`config.mk`:
```
export PLATFORM = sky130hd
export DESIGN_NAME = sfp_program_erase
export DESIGN_NICKNAME = d
export VERILOG_FILES = /design/src/logic/sfp_pkg.sv /design/src/logic/sfp_program_erase.sv
export SDC_FILE = /design/constraint.sdc
export NUM_CORES = 2
export LEC_CHECK = 0
export BUFFER_PORTS_ARGS = -buffer_cell sky130_fd_sc_hd__buf_4
export CAP_MARGIN = 10
export CORE_ASPECT_RATIO = 0.5
export CORE_MARGIN = 1.5
export CORE_UTILIZATION = 55
export CTS_BUF_LIST = sky130_fd_sc_hd__clkbuf_2
export DETAILED_ROUTE_END_ITERATION = 8
export PLACE_DENSITY = 0.8
export SETUP_SLACK_MARGIN = 0.5
export SLEW_MARGIN = 20
export SYNTH_ARGS = -nofsm -noshare
export SYNTH_HDL_FRONTEND = slang
export SYNTH_SLANG_ARGS = --single-unit
export TNS_END_PERCENT = 20
```
`constraint.sdc`:
```
create_clock -name clk -period 7.4 [get_ports clk]
set_input_delay 0.74 -clock clk [delete_from_list [all_inputs] [get_ports clk]]
set_output_delay 0.74 -clock clk [all_outputs]
set_load 0.1 [all_outputs]
```
`src/logic/sfp_pkg.sv`:
```
package sfp_pkg;
    localparam logic [7:0] OP_PAGE_PROGRAM  = 8'h02;
    localparam logic [7:0] OP_QUAD_PROGRAM  = 8'h32;
    localparam logic [7:0] OP_SECTOR_ERASE  = 8'h20;
    localparam logic [7:0] OP_BLOCK32_ERASE = 8'h52;
    localparam logic [7:0] OP_BLOCK64_ERASE = 8'hD8;
    localparam logic [7:0] OP_WRITE_ENABLE  = 8'h06;
    localparam int PAGE_BYTES   = 256;
    localparam int ADDR_W       = 24;
    localparam int SECTOR_LSB   = 12;
    localparam int BLOCK32_LSB  = 15;
    localparam int BLOCK64_LSB  = 16;
    localparam int CLK_MHZ      = 250;
    localparam int PROGRAM_US   = 1;
    localparam int SECTOR_US    = 2;
    localparam int BLOCK_US     = 4;
    localparam int PROGRAM_CYC  = PROGRAM_US * CLK_MHZ;
    localparam int SECTOR_CYC   = SECTOR_US * CLK_MHZ;
    localparam int BLOCK_CYC    = BLOCK_US * CLK_MHZ;
    localparam int TIMER_W      = 32;
    typedef enum logic [4:0] {
        SFP_IDLE   = 5'b00001,
        SFP_CMD    = 5'b00010,
        SFP_ADDR   = 5'b00100,
        SFP_DATA   = 5'b01000,
        SFP_BUSY   = 5'b10000
    } sfp_state_t;
    typedef enum logic [1:0] {
        SFP_OP_PROG = 2'h0,
        SFP_OP_SECT = 2'h1,
        SFP_OP_B32  = 2'h2,
        SFP_OP_B64  = 2'h3
    } sfp_op_t;
endpackage

```
`src/logic/sfp_program_erase.sv`:
```
// Behaviour
// RULE_01 - Host sends write enable before any program or erase.
// RULE_02 - Page program: opcode 02H, three address bytes, data bytes, chip select high.
// RULE_03 - Host holds chip select low for the whole command.
// RULE_04 - Program address wraps inside the current 256-byte page.
// RULE_05 - Over 256 bytes: only the last 256 are programmed.
// RULE_06 - Short data programs only addressed bytes, others untouched.
// RULE_07 - Program runs only if select rises on a byte boundary.
// RULE_08 - Select rise starts timed program cycle; busy flag high meanwhile.
// RULE_09 - Write enable latch is cleared before the internal cycle ends.
// RULE_10 - Program to a protected page is refused.
// RULE_11 - Quad program 32H uses four lines, only with quad enable set.
// RULE_12 - Host sends quad opcode, address, then data on four lines.
// RULE_13 - Quad program has the same timed cycle as page program.
// RULE_14 - Sector erase 20H erases the sector holding the address.
// RULE_15 - Erase runs only if select rises right after third address byte.
// RULE_16 - Sector erase starts a timed cycle; busy flag high until done.
// RULE_17 - Sector erase of a protected sector is refused.
// RULE_18 - Opcode 52H erases the 32KB block holding the address.
// RULE_19 - Opcode D8H erases the 64KB block holding the address.
// RULE_20 - Block erase starts a timed cycle; busy flag high meanwhile.
// RULE_21 - Block erase of a protected block is refused.
// RULE_22 - Without write enable latch the command is ignored, busy stays low.
`timescale 1ns/10ps
`default_nettype none
module sfp_program_erase
    import sfp_pkg::*;
(
    input  wire logic        clk,             // System clock.
    input  wire logic        sys_rst,         // Synchronous reset, active high.
    input  wire logic        spi_cs_n,        // Chip select pin, active low.
    input  wire logic        spi_sclk,        // Serial clock pin.
    input  wire logic [3:0]  spi_io,          // Data pins; bit 0 is serial input.
    input  wire logic        quad_enable,     // Quad enable status bit.
    input  wire logic [4:0]  block_protect,   // Block protect bits, bit 4 down to bit 0.
    input  wire logic [ADDR_W-1:0] protect_base,  // Lowest protected byte address.
    output logic             write_in_progress,   // Internal cycle busy.
    output logic             write_enable_latch,  // Write enable latch state.
    output logic             mem_we,          // Page buffer byte write strobe to array.
    output logic [ADDR_W-1:0] mem_addr,       // Array byte address or erase base.
    output logic [7:0]       mem_wdata,       // Byte to program.
    output logic             erase_start,     // One-cycle erase request.
    output logic [1:0]       erase_kind       // Region of the erase request.
);
    // Pin synchronisers: three flops; chip select and clock change only when stages two and three agree, data lines pass through.
    logic [2:0] cs_sync_reg, sclk_sync_reg;
    logic [3:0] io_s1_reg, io_s2_reg;
    logic       cs_n_reg, sclk_reg;
    logic [3:0] io_reg;
    always_ff @(posedge clk) begin
        if (sys_rst) begin
            cs_sync_reg   <= 3'h7;
            sclk_sync_reg <= 3'h0;
            io_s1_reg     <= 4'h0;
            io_s2_reg     <= 4'h0;
            io_reg        <= 4'h0;
            cs_n_reg      <= 1'b1;
            sclk_reg      <= 1'b0;
        end else begin
            cs_sync_reg   <= {cs_sync_reg[1:0], spi_cs_n};
            sclk_sync_reg <= {sclk_sync_reg[1:0], spi_sclk};
            io_s1_reg     <= spi_io;
            io_s2_reg     <= io_s1_reg;
            io_reg        <= io_s2_reg;
            if (cs_sync_reg[1] == cs_sync_reg[2])
                cs_n_reg <= cs_sync_reg[2];
            if (sclk_sync_reg[1] == sclk_sync_reg[2])
                sclk_reg <= sclk_sync_reg[2];
        end
    end
    logic sclk_prev_reg, cs_prev_reg;
    always_ff @(posedge clk) begin
        if (sys_rst) begin
            sclk_prev_reg <= 1'b0;
            cs_prev_reg   <= 1'b1;
        end else begin
            sclk_prev_reg <= sclk_reg;
            cs_prev_reg   <= cs_n_reg;
        end
    end
    wire sclk_rise = sclk_reg & ~sclk_prev_reg & ~cs_n_reg;
    wire cs_rise   = cs_n_reg & ~cs_prev_reg;
    wire cs_fall   = ~cs_n_reg & cs_prev_reg;

    sfp_state_t state_reg, state_next;
    sfp_op_t    op_reg;
    logic       quad_reg;
    logic [7:0] shift_reg;
    logic [2:0] bit_cnt_reg;
    logic [1:0] addr_cnt_reg;
    logic [ADDR_W-1:0] addr_reg;
    logic [8:0] data_cnt_reg;
    logic [7:0] page_buf [PAGE_BYTES];
    logic [PAGE_BYTES-1:0] page_valid_reg;
    logic [7:0] wr_off_reg;
    logic [TIMER_W-1:0] timer_reg;
    logic [8:0] flush_idx_reg;
    logic       flushing_reg;

    // Quad data moves four bits per clock; opcode and address stay serial.
    wire       quad_phase = quad_reg & (state_reg == SFP_DATA);
    wire [7:0] shift_in   = quad_phase ? {shift_reg[3:0], io_reg} : {shift_reg[6:0], io_reg[0]};
    wire [2:0] bit_step   = quad_phase ? 3'h4 : 3'h1;
    wire       byte_done  = sclk_rise & ((bit_cnt_reg + bit_step) == 3'h0);
    wire       on_boundary = (bit_cnt_reg == 3'h0);

    // Protection region is the top of the array above protect_base when any bit is set.
    wire protect_on = |block_protect;
    wire [ADDR_W-1:0] region_lo =
        (op_reg == SFP_OP_PROG) ? {addr_reg[ADDR_W-1:8], 8'h00} :
        (op_reg == SFP_OP_SECT) ? {addr_reg[ADDR_W-1:SECTOR_LSB], 12'h000} :
        (op_reg == SFP_OP_B32)  ? {addr_reg[ADDR_W-1:BLOCK32_LSB], 15'h0000} :
                                  {addr_reg[ADDR_W-1:BLOCK64_LSB], 16'h0000};
    wire [ADDR_W-1:0] region_hi =
        (op_reg == SFP_OP_PROG) ? {addr_reg[ADDR_W-1:8], 8'hFF} :
        (op_reg == SFP_OP_SECT) ? {addr_reg[ADDR_W-1:SECTOR_LSB], 12'hFFF} :
        (op_reg == SFP_OP_B32)  ? {addr_reg[ADDR_W-1:BLOCK32_LSB], 15'h7FFF} :
                                  {addr_reg[ADDR_W-1:BLOCK64_LSB], 16'hFFFF};
    wire region_locked = protect_on & (region_hi >= protect_base); // RULE_10 RULE_17 RULE_21
    wire is_prog       = (op_reg == SFP_OP_PROG);
    wire prog_ok  = is_prog & (state_reg == SFP_DATA) & on_boundary & (data_cnt_reg != 9'h0); // RULE_07
    wire erase_ok = ~is_prog & (state_reg == SFP_DATA) & on_boundary & (data_cnt_reg == 9'h0); // RULE_15
    wire accept   = cs_rise & (prog_ok | erase_ok) & write_enable_latch & ~region_locked; // RULE_22
    wire [TIMER_W-1:0] cycle_len =
        is_prog ? TIMER_W'(PROGRAM_CYC) : // RULE_08 RULE_13
        (op_reg == SFP_OP_SECT) ? TIMER_W'(SECTOR_CYC) : TIMER_W'(BLOCK_CYC); // RULE_16 RULE_20
    wire [7:0] opcode = shift_in;
    wire op_known = (opcode == OP_PAGE_PROGRAM) | (opcode == OP_SECTOR_ERASE) |
                    (opcode == OP_BLOCK32_ERASE) | (opcode == OP_BLOCK64_ERASE) |
                    ((opcode == OP_QUAD_PROGRAM) & quad_enable); // RULE_11
    wire write_enable_cmd_seen = (state_reg == SFP_CMD) & byte_done & (opcode == OP_WRITE_ENABLE);

    always_comb begin
        state_next = state_reg;
        case (state_reg)
            SFP_IDLE: if (cs_fall) state_next = SFP_CMD;
            SFP_CMD: begin
                if (cs_n_reg)
                    state_next = SFP_IDLE;
                else if (byte_done)
                    state_next = op_known ? SFP_ADDR : SFP_IDLE;
            end
            SFP_ADDR: begin
                if (cs_n_reg)
                    state_next = SFP_IDLE;
                else if (byte_done && addr_cnt_reg == 2'h2)
                    state_next = SFP_DATA;
            end
            SFP_DATA: if (cs_rise) state_next = accept ? SFP_BUSY : SFP_IDLE;
            SFP_BUSY: if (timer_reg == '0 && !flushing_reg) state_next = SFP_IDLE;
            default: state_next = SFP_IDLE;
        endcase
    end

    always_ff @(posedge clk) begin
        if (sys_rst) begin
            state_reg    <= SFP_IDLE;
            op_reg       <= SFP_OP_PROG;
            quad_reg     <= 1'b0;
            shift_reg    <= 8'h00;
            bit_cnt_reg  <= 3'h0;
            addr_cnt_reg <= 2'h0;
            addr_reg     <= '0;
            data_cnt_reg <= 9'h0;
            wr_off_reg   <= 8'h00;
        end else begin
            state_reg <= state_next;
            if (cs_fall) begin
                bit_cnt_reg  <= 3'h0;
                addr_cnt_reg <= 2'h0;
                data_cnt_reg <= 9'h0;
            end else if (sclk_rise) begin
                shift_reg   <= shift_in;
                bit_cnt_reg <= bit_cnt_reg + bit_step;
            end
            if (state_reg == SFP_CMD && byte_done) begin
                quad_reg <= (opcode == OP_QUAD_PROGRAM);
                op_reg   <= (opcode == OP_SECTOR_ERASE)  ? SFP_OP_SECT :
                            (opcode == OP_BLOCK32_ERASE) ? SFP_OP_B32 :
                            (opcode == OP_BLOCK64_ERASE) ? SFP_OP_B64 : SFP_OP_PROG;
            end
            if (state_reg == SFP_ADDR && byte_done) begin
                addr_reg     <= {addr_reg[15:0], shift_in};
                addr_cnt_reg <= addr_cnt_reg + 2'h1;
                wr_off_reg   <= shift_in;
            end
            if (state_reg == SFP_DATA && byte_done) begin
                wr_off_reg <= wr_off_reg + 8'h01; // RULE_04
                if (data_cnt_reg != 9'h1FF)
                    data_cnt_reg <= data_cnt_reg + 9'h001;
            end
        end
    end

    // Each offset keeps only its latest byte, so a long stream leaves the last 256.
    always_ff @(posedge clk) begin
        if (state_reg == SFP_DATA && byte_done && is_prog)
            page_buf[wr_off_reg] <= shift_in; // RULE_05
    end
    always_ff @(posedge clk) begin
        if (sys_rst || cs_fall)
            page_valid_reg <= '0;
        else if (state_reg == SFP_DATA && byte_done && is_prog)
            page_valid_reg[wr_off_reg] <= 1'b1; // RULE_06
    end

    // Busy timer, write enable latch and array strobes.
    always_ff @(posedge clk) begin
        if (sys_rst) begin
            timer_reg          <= '0;
            write_in_progress  <= 1'b0;
            write_enable_latch <= 1'b0;
            flushing_reg       <= 1'b0;
            flush_idx_reg      <= 9'h0;
            mem_we             <= 1'b0;
            mem_addr           <= '0;
            mem_wdata          <= 8'h00;
            erase_start        <= 1'b0;
            erase_kind         <= 2'h0;
        end else begin
            mem_we      <= 1'b0;
            erase_start <= 1'b0;
            if (write_enable_cmd_seen && state_reg != SFP_BUSY)
                write_enable_latch <= 1'b1;
            if (accept) begin
                timer_reg         <= cycle_len;
                write_in_progress <= 1'b1; // RULE_08 RULE_16 RULE_20
                flushing_reg      <= is_prog;
                flush_idx_reg     <= 9'h0;
                erase_start       <= ~is_prog; // RULE_14 RULE_18 RULE_19
                erase_kind        <= op_reg;
                mem_addr          <= region_lo;
            end else if (state_reg == SFP_BUSY) begin
                if (timer_reg != '0)
                    timer_reg <= timer_reg - TIMER_W'(1);
                if (timer_reg == TIMER_W'(1))
                    write_enable_latch <= 1'b0; // RULE_09
                if (flushing_reg) begin
                    // Only bytes that arrived are written; the rest of the page is left alone.
                    mem_we    <= page_valid_reg[flush_idx_reg[7:0]]; // RULE_06
                    mem_addr  <= {addr_reg[ADDR_W-1:8], flush_idx_reg[7:0]};
                    mem_wdata <= page_buf[flush_idx_reg[7:0]];
                    flush_idx_reg <= flush_idx_reg + 9'h001;
                    if (flush_idx_reg == 9'h0FF)
                        flushing_reg <= 1'b0;
                end
                if (timer_reg == '0 && !flushing_reg) begin
                    write_in_progress  <= 1'b0;
                    write_enable_latch <= 1'b0;
                end
            end
        end
    end

    property p_busy_on_accept;
        @(posedge clk) disable iff (sys_rst)
        accept |=> write_in_progress;
    endproperty
    a_busy_on_accept: assert property (p_busy_on_accept) // RULE_08
        else $error("busy flag not raised after accepted command");

    property p_no_wel_no_busy;
        @(posedge clk) disable iff (sys_rst)
        (cs_rise && !write_enable_latch && !write_in_progress) |=> !write_in_progress;
    endproperty
    a_no_wel_no_busy: assert property (p_no_wel_no_busy) // RULE_22
        else $error("command ran without write enable latch");

    property p_locked_refused;
        @(posedge clk) disable iff (sys_rst)
        (cs_rise && region_locked && !write_in_progress) |=> !write_in_progress;
    endproperty
    a_locked_refused: assert property (p_locked_refused) // RULE_10
        else $error("protected region was modified");

    property p_wel_cleared;
        @(posedge clk) disable iff (sys_rst)
        $fell(write_in_progress) |-> !write_enable_latch;
    endproperty
    a_wel_cleared: assert property (p_wel_cleared) // RULE_09
        else $error("write enable latch still set after cycle");

    property p_erase_boundary;
        @(posedge clk) disable iff (sys_rst)
        (cs_rise && !is_prog && data_cnt_reg != 9'h0) |=> !erase_start;
    endproperty
    a_erase_boundary: assert property (p_erase_boundary) // RULE_15
        else $error("erase accepted with extra clocks");

    property p_prog_partial;
        @(posedge clk) disable iff (sys_rst)
        (cs_rise && is_prog && !on_boundary && !write_in_progress) |=> !write_in_progress;
    endproperty
    a_prog_partial: assert property (p_prog_partial) // RULE_07
        else $error("program accepted on partial byte");

    property p_erase_pulse;
        @(posedge clk) disable iff (sys_rst)
        erase_start |-> write_in_progress ##1 !erase_start;
    endproperty
    a_erase_pulse: assert property (p_erase_pulse) // RULE_16
        else $error("erase start without busy or too long");

    property p_quad_gate;
        @(posedge clk) disable iff (sys_rst)
        (state_reg == SFP_CMD && byte_done && opcode == OP_QUAD_PROGRAM && !quad_enable)
            |=> state_reg == SFP_IDLE;
    endproperty
    a_quad_gate: assert property (p_quad_gate) // RULE_11
        else $error("quad program taken with quad enable clear");
endmodule
`default_nettype wire

```
# --- Yosys cells after proc, flatten, opt, wreduce, memory -nomap -nowiden ---
# Memory sizes are Yosys's and may differ from the RTL's. A register that Yosys moved wholly into a read port is not among the register bits.
# Index checks and enable logic that the tools add are counted.
classes:
  n_addsub: 6
  magnitude_cmp: 4
  n_eq_ne: 25
  mux: 54
  bitwise_logic: 34
  n_reduce_logical: 35
ops:
  columns: ["op", "count"]
  rows:
  - ["OR 256 bit", 1]
  - ["two-way mux 16 bit", 6]
  - ["two-way mux 32 bit", 3]
  - ["two-way mux 24 bit", 3]
  - ["two-way mux 5 bit", 8]
  - ["equality test 32 x 1 -> 1 bit (second input constant)", 1]
  - ["logical NOT 32 bit", 1]
  - ["nonzero test 32 bit", 1]
  - ["subtractor 32 x 1 -> 32 bit (second input constant)", 1]
  - ["two-way mux 9 bit", 3]
  - ["one-hot mux 5 bit (5 select lines)", 1]
  - [">= comparator 24 bit", 1]
  - ["two-way mux 8 bit", 3]
  - ["two-way mux 10 bit", 2]
  - ["bitwise AND 1 bit", 19]
  - ["adder 9 x 1 -> 9 bit (second input constant)", 2]
  - ["< comparator 8 x 9 -> 1 bit (second input constant)", 2]
  - ["equality test 8 x 6 -> 1 bit (second input constant)", 2]
  - ["two-way mux 1 bit", 16]
  - ["nonzero test 2 bit", 6]
  - ["two-way mux 2 bit", 5]
  - ["AND reduction 2 bit", 5]
  - ["equality test 9 x 8 -> 1 bit (second input constant)", 1]
  - ["logical NOT 9 bit", 1]
  - ["37 further kinds", 64]
word_totals:
  register_bits: 411
  mem_bits_rw: 2048
  input_bits: 38
  output_inout_bits: 38
  wordCells: 187
  mem_count: 1
mem_list:
  columns: ["memory", "depth", "width", "rd", "rd_ports_with_merged_regs", "wr", "line", "text"]
  rows:
  - ["page_buf", 256, 8, 1, 1, 1, "sfp_program_erase.sv:93", "logic [7:0] page_buf [PAGE_BYTES];"]

# --- Depth between registers and ports, before layout ---
logic_depth:
  depth_word: 14
  ltp_mapped: 16
  depth_no_buf: 12

# --- Worst setup path after synthesis ---
# Ideal clock, no wire load.
synth_timing:
  path_kind: "register to register"
  start: "register state_reg[4]"
  end: "register write_enable_latch"
  setup_time_ns: 0.086
  arrival_ns: 5.596
  t_required_ns: 7.314
  slack_ns: 1.718
  path_stages_with_launch: 11
  n_path_buf: 2
  synth_period_minus_slack_ns: 5.682
  path_cell_list: "dfxtp_1 nor4_1 and3_1 clkbuf_1 clkbuf_1 nand2_1 nand2_1 o21ai_0 nor3_1 a31oi_1 a211oi_1"
synth_between:
  word_cells_on_any_way: 29
  classes_between: "add/sub (1); eq/ne (5); mux (7); bitwise (14); reduce/logical (2)"
synth_rtl:
  columns: ["element", "line", "text"]
  rows:
  - ["start, declared", "sfp_program_erase.sv:85", "sfp_state_t state_reg, state_next;"]
  - ["start signal, assigned", "sfp_program_erase.sv:167", "state_reg <= state_next;"]
  - ["equality test 5 x 4 -> 1 bit *", "sfp_program_erase.sv:101", "wire quad_phase = quad_reg & (state_reg == SFP_DATA);"]
  - ["bitwise AND 1 bit *", "sfp_program_erase.sv:101", null]
  - ["two-way mux 8 bit *", "sfp_program_erase.sv:102", "wire [7:0] shift_in = quad_phase ? {shift_reg[3:0], io_reg} : {shift_reg[6:0], io_reg[0]};"]
  - ["net opcode[2]", "sfp_program_erase.sv:127", "wire [7:0] opcode = shift_in;"]
  - ["equality test 8 x 3 -> 1 bit *", "sfp_program_erase.sv:131", "wire write_enable_cmd_seen = (state_reg == SFP_CMD) & byte_done & (opcode == OP_WRITE_ENABLE);"]
  - ["bitwise AND 1 bit *", "sfp_program_erase.sv:131", null]
  - ["logical AND 1 bit *", "sfp_program_erase.sv:223", "if (write_enable_cmd_seen && state_reg != SFP_BUSY)"]
  - ["two-way mux 1 bit *", "sfp_program_erase.sv:223", null]
  - ["two-way mux 1 bit", "sfp_program_erase.sv:236", "if (timer_reg == TIMER_W'(1))"]
  - ["two-way mux 1 bit", "sfp_program_erase.sv:247", "if (timer_reg == '0 && !flushing_reg) begin"]
  - ["two-way mux 1 bit", "sfp_program_erase.sv:233", "end else if (state_reg == SFP_BUSY) begin"]
  - ["two-way mux 1 bit *", "sfp_program_erase.sv:225", "if (accept) begin"]
  - ["end signal, assigned", "sfp_program_erase.sv:224", "write_enable_latch <= 1'b1;"]
  - ["end signal, assigned", "sfp_program_erase.sv:237", "write_enable_latch <= 1'b0;"]
  - ["end signal, assigned", "sfp_program_erase.sv:249", "write_enable_latch <= 1'b0;"]
  - ["end, declared", "sfp_program_erase.sv:38", "output logic write_enable_latch,"]
# Mark *: on every way through the listed nets, which the timed path passes. The rest lies on a longest branch.
# A chain may end at the register's enable or synchronous reset.

# --- Worst setup path after layout ---
layout_timing:
  start: "register state_reg[0]"
  end: "memory page_buf[85][6], enable pin"
layout_between:
  elab_chain_cells: 10
layout_lines:
  columns: ["element", "line", "text"]
  rows:
  - ["equality test 5 x 4 -> 1 bit *", "sfp_program_erase.sv:101, sfp_program_erase.sv:197", null]
  - ["bitwise AND 1 bit", "sfp_program_erase.sv:101", null]
  - ["two-way mux 3 bit", "sfp_program_erase.sv:103", "wire [2:0] bit_step = quad_phase ? 3'h4 : 3'h1;"]
  - ["adder 3 bit", "sfp_program_erase.sv:104", "wire byte_done = sclk_rise & ((bit_cnt_reg + bit_step) == 3'h0);"]
  - ["logical NOT 3 bit", "sfp_program_erase.sv:104", null]
  - ["bitwise AND 1 bit", "sfp_program_erase.sv:104", null]
  - ["logical AND 1 bit * (2 in series)", "sfp_program_erase.sv:197", "if (state_reg == SFP_DATA && byte_done && is_prog)"]
  - ["two-way mux 1 bit *", "sfp_program_erase.sv:197", null]
  - ["two-way mux 1 bit (implied by the code) *", "sfp_program_erase.sv:198", "page_buf[wr_off_reg] <= shift_in;"]
  - ["end, declared", "sfp_program_erase.sv:93", null]
# Every way passes the cells marked *; elsewhere a longest branch is shown, timed or not.

==> flow_summary.json <==
{
  "cts_max_level": 6,
  "most-common-layout-cells": "edfxtp_1 (2048), clkbuf_2 (862), mux4_2 (466)",
  "grt_pass1_vias": 55900,
  "gp_congestion": 0.937,
  "initial_core_util": 0.554,
  "synth_area_leaders": "edfxtp_1 (64%), mux4_2 (11%), dfxtp_1 (8.7%)",
  "cts_root_buf": "clkbuf_2",
  "routed_via_density": 6.54,
  "reg2reg_depth": 13,
  "rrSetupSlack_ns": 1.22,
  "tritoncts": "done",
  "path_buf_inv": 3,
  "setup_violations": 0,
  "pre_cts_slack_ns": 1.45,
  "syn_inst": 5484,
  "vias": 56700,
  "cp_top_family": "simple AND/OR/NAND/NOR gates",
  "clock_path_buffers": 4,
  "status": "finished clean",
  "yosys.area_share.xor_xnor": 0.00333,
  "post_synth_fa_ha_maj_area_fraction": 0.00391,
  "maxSlewViolCount": 0,
  "cts_buffers": 547,
  "start_kind": "flop",
  "fmax_mhz": 162,
  "yosys_warnings": 0,
  "port_buffers": 75,
  "r2r_start": "state_reg[0]",
  "die_x_um": 594,
  "period_needed_ns": 6.18,
  "nets": 5973,
  "cts_sinks": 2467,
  "whs_path_depth": 9,
  "drc_errors": 0,
  "final_core_util": 0.604,
  "hp-class": "primary input to flop",
  "max_slew.worst_pin.slew_ns": 1.34,
  "ys_seq_area_frac": 0.728,
  "min_to": "erase_kind[0]",
  "period_share": 0.834,
  "antenna_found_initial": 11,
  "timing.rr.end": "page_buf[85][6]",
  "critPathMaxStageDelay_ns": 0.87,
  "synth_top_family_by_area": "multiplexers",
  "syn_nets": 5552,
  "ir_worst_vdd_mv": 0.192,
  "p_leak_nw": 34.0,
  "fin_hold_ws_ns": 0.206,
  "grt_max_degree": 181,
  "clkTransAtPathRegs_ns": 0.11,
  "cts_resized": 0,
  "muxShareOfSynthArea": 0.144,
  "die_area_um2": 177000,
  "dp_hpwl_mm": 151,
  "grt-ovfl-total": 0,
  "crit_fanout": 16,
  "drt-total-wl_mm": 256,
  "drtIter0Drc": 8635,
  "wl_per_cell_um": 29.6,
  "dr.pass1.iters": 7,
  "fin_setup_tns_ns": 0,
  "syn_to_final_growth_pct": 9.05,
  "largest_reg_flops": 2048,
  "drive_gt1_frac": 0.253,
  "required_ns": 8.79,
  "hold_viol": 0,
  "fp.coreArea_um2": 174000,
  "synth-seq-cells": 2467,
  "rows": 108,
  "ant_nets": 0,
  "ys.flop_type": "edfxtp_1",
  "die_h_um": 298,
  "yosys.area_share.simple": 0.0424,
  "fin_skew_ns": 0.181,
  "syn_area_per_cell_um2": 17.5,
  "crit_arrival_ns": 7.56,
  "yosys.area.top_type": "edfxtp_1",
  "synth_edf_count": 2048,
  "setup_slack_ns": 1.22,
  "synth_compound_area_frac": 0.0632,
  "worstSetupPathType": "flop to flop",
  "synth_area_um2": 96000,
  "track_usage": 0.287,
  "yosysTopAreaCellShare": 0.640,
  "critPathCaptureType": "flop",
  "layout.cells.most_common": "edfxtp_1",
  "p_per_area_nw_per_um2": 225,
  "rsz0062_at_grt": "no",
  "ys_types": 80,
  "slew_headroom": 0.110,
  "path_cells": "nor4_1 -> buf_4 -> and3_1 -> inv_1 -> ha_1 -> ha_1 -> xnor3_1 -> nor4b_4 -> nand3_1 -> buf_4 -> nor3b_2 -> nand2_1 -> nor2_1",
  "clkLatencyLatePin_ns": 1.91,
  "async_flop_share": 0,
  "worst_path_max_delay_cell": "nand2_1",
  "grt_pass1_wl_mm": 372,
  "maxCapViolCount": 0,
  "hold_start": "block_protect[4]",
  "ioPinCount": 76
}
[Yosys cell counts, types with 26 or more instances]
cell type     n
edfxtp_1   2048
mux4_2      466
nor2_1      424
dfxtp_1     419
mux2i_1     330
o21a_1      258
nand2_1     225
clkbuf_1    209
a21oi_1     196
o221ai_1    138
o22ai_1      80
buf_2        78
o21ai_0      73
nor3_1       48
nand3_1      46
buf_1        41
inv_1        34
ha_1         30
nor2b_1      26
[worst min-delay path: cells and delay by family]
family / cells / cell delay (ns)
AOI/OAI and AO/OA: 1 / 0.06
buffers and inverters: 2 / 0.26
and+or+nand+nor: 6 / 0.87
[cells by family after synthesis]
kind of cell | Yosys count
mux | 798
fa+ha+maj | 30
flops | 2467
simple gates | 907
xor+xnor | 35
compound gates | 878
buf+inv | 369
[power breakdown]
group          switching [mW]  internal (mW)  leakage, nW  total, mW
Combinational          0.0867         0.0480         7.51      0.135
Sequential            0.00579           14.8         22.5       14.8
Clock                    5.19           3.47         3.97       8.66
Total                    5.28           18.3         34.0       23.6
[cell type report]
class / count / area (um2)
Multi-Input combinational cell: 2648 / 24800
Fill cell: 12200 / 68800
Inverter: 37 / 166
Tap cell: 2310 / 2890
Clock inverter: 112 / 753
Timing Repair Buffer: 204 / 1880
Sequential cell: 2467 / 69900
Clock buffer: 862 / 4310
Antenna cell: 24 / 60.1
[how the worst max path moves through the flow]
| stage | from | endpoint | slack (ns) | depth (start not counted) |
|---|---|---|---|---|
| after floorplan | state_reg[4] | write_enable_latch | 1.72 | 10 |
| after global placement | state_reg[0] | page_buf[81][4] | 1.52 | 13 |
| after detailed placement | state_reg[0] | page_buf[81][0] | 1.45 | 13 |
| after CTS | state_reg[0] | page_buf[81][1] | 1.43 | 13 |
| after global routing | state_reg[0] | page_buf[35][2] | 1.05 | 13 |
| final | state_reg[0] | page_buf[85][6] | 1.22 | 13 |
[through the flow]
step | power (mW) | cell area [um2] | cells
floorplan | 15.2 | 96000 | 5484
global placement | 15.3 | 99200 | 7632
detailed placement | 15.3 | 99200 | 7632
CTS | 23.7 | 105000 | 8639
global route | 24.4 | 105000 | 8643
finish | 23.6 | 105000 | 8664
[routing by layer]
metal / GRT usage / vias to the layer above / routed length [um]
met2: 0.428 / 4554 / 116000
met1: 0.382 / 28300 / 91700
li1: - / 23200 / -
met5: 0 / - / 21
met4: 0.135 / 4 / 11500
met3: 0.0981 / 666 / 36800
[timing repair]
item / 4_1_cts / 5_1_grt
buffers inserted: 0 / 0
endpoints found under the hold margin: 195 / 0
hold buffers: 33 / 0
Power figures use the tool's default switching activity.
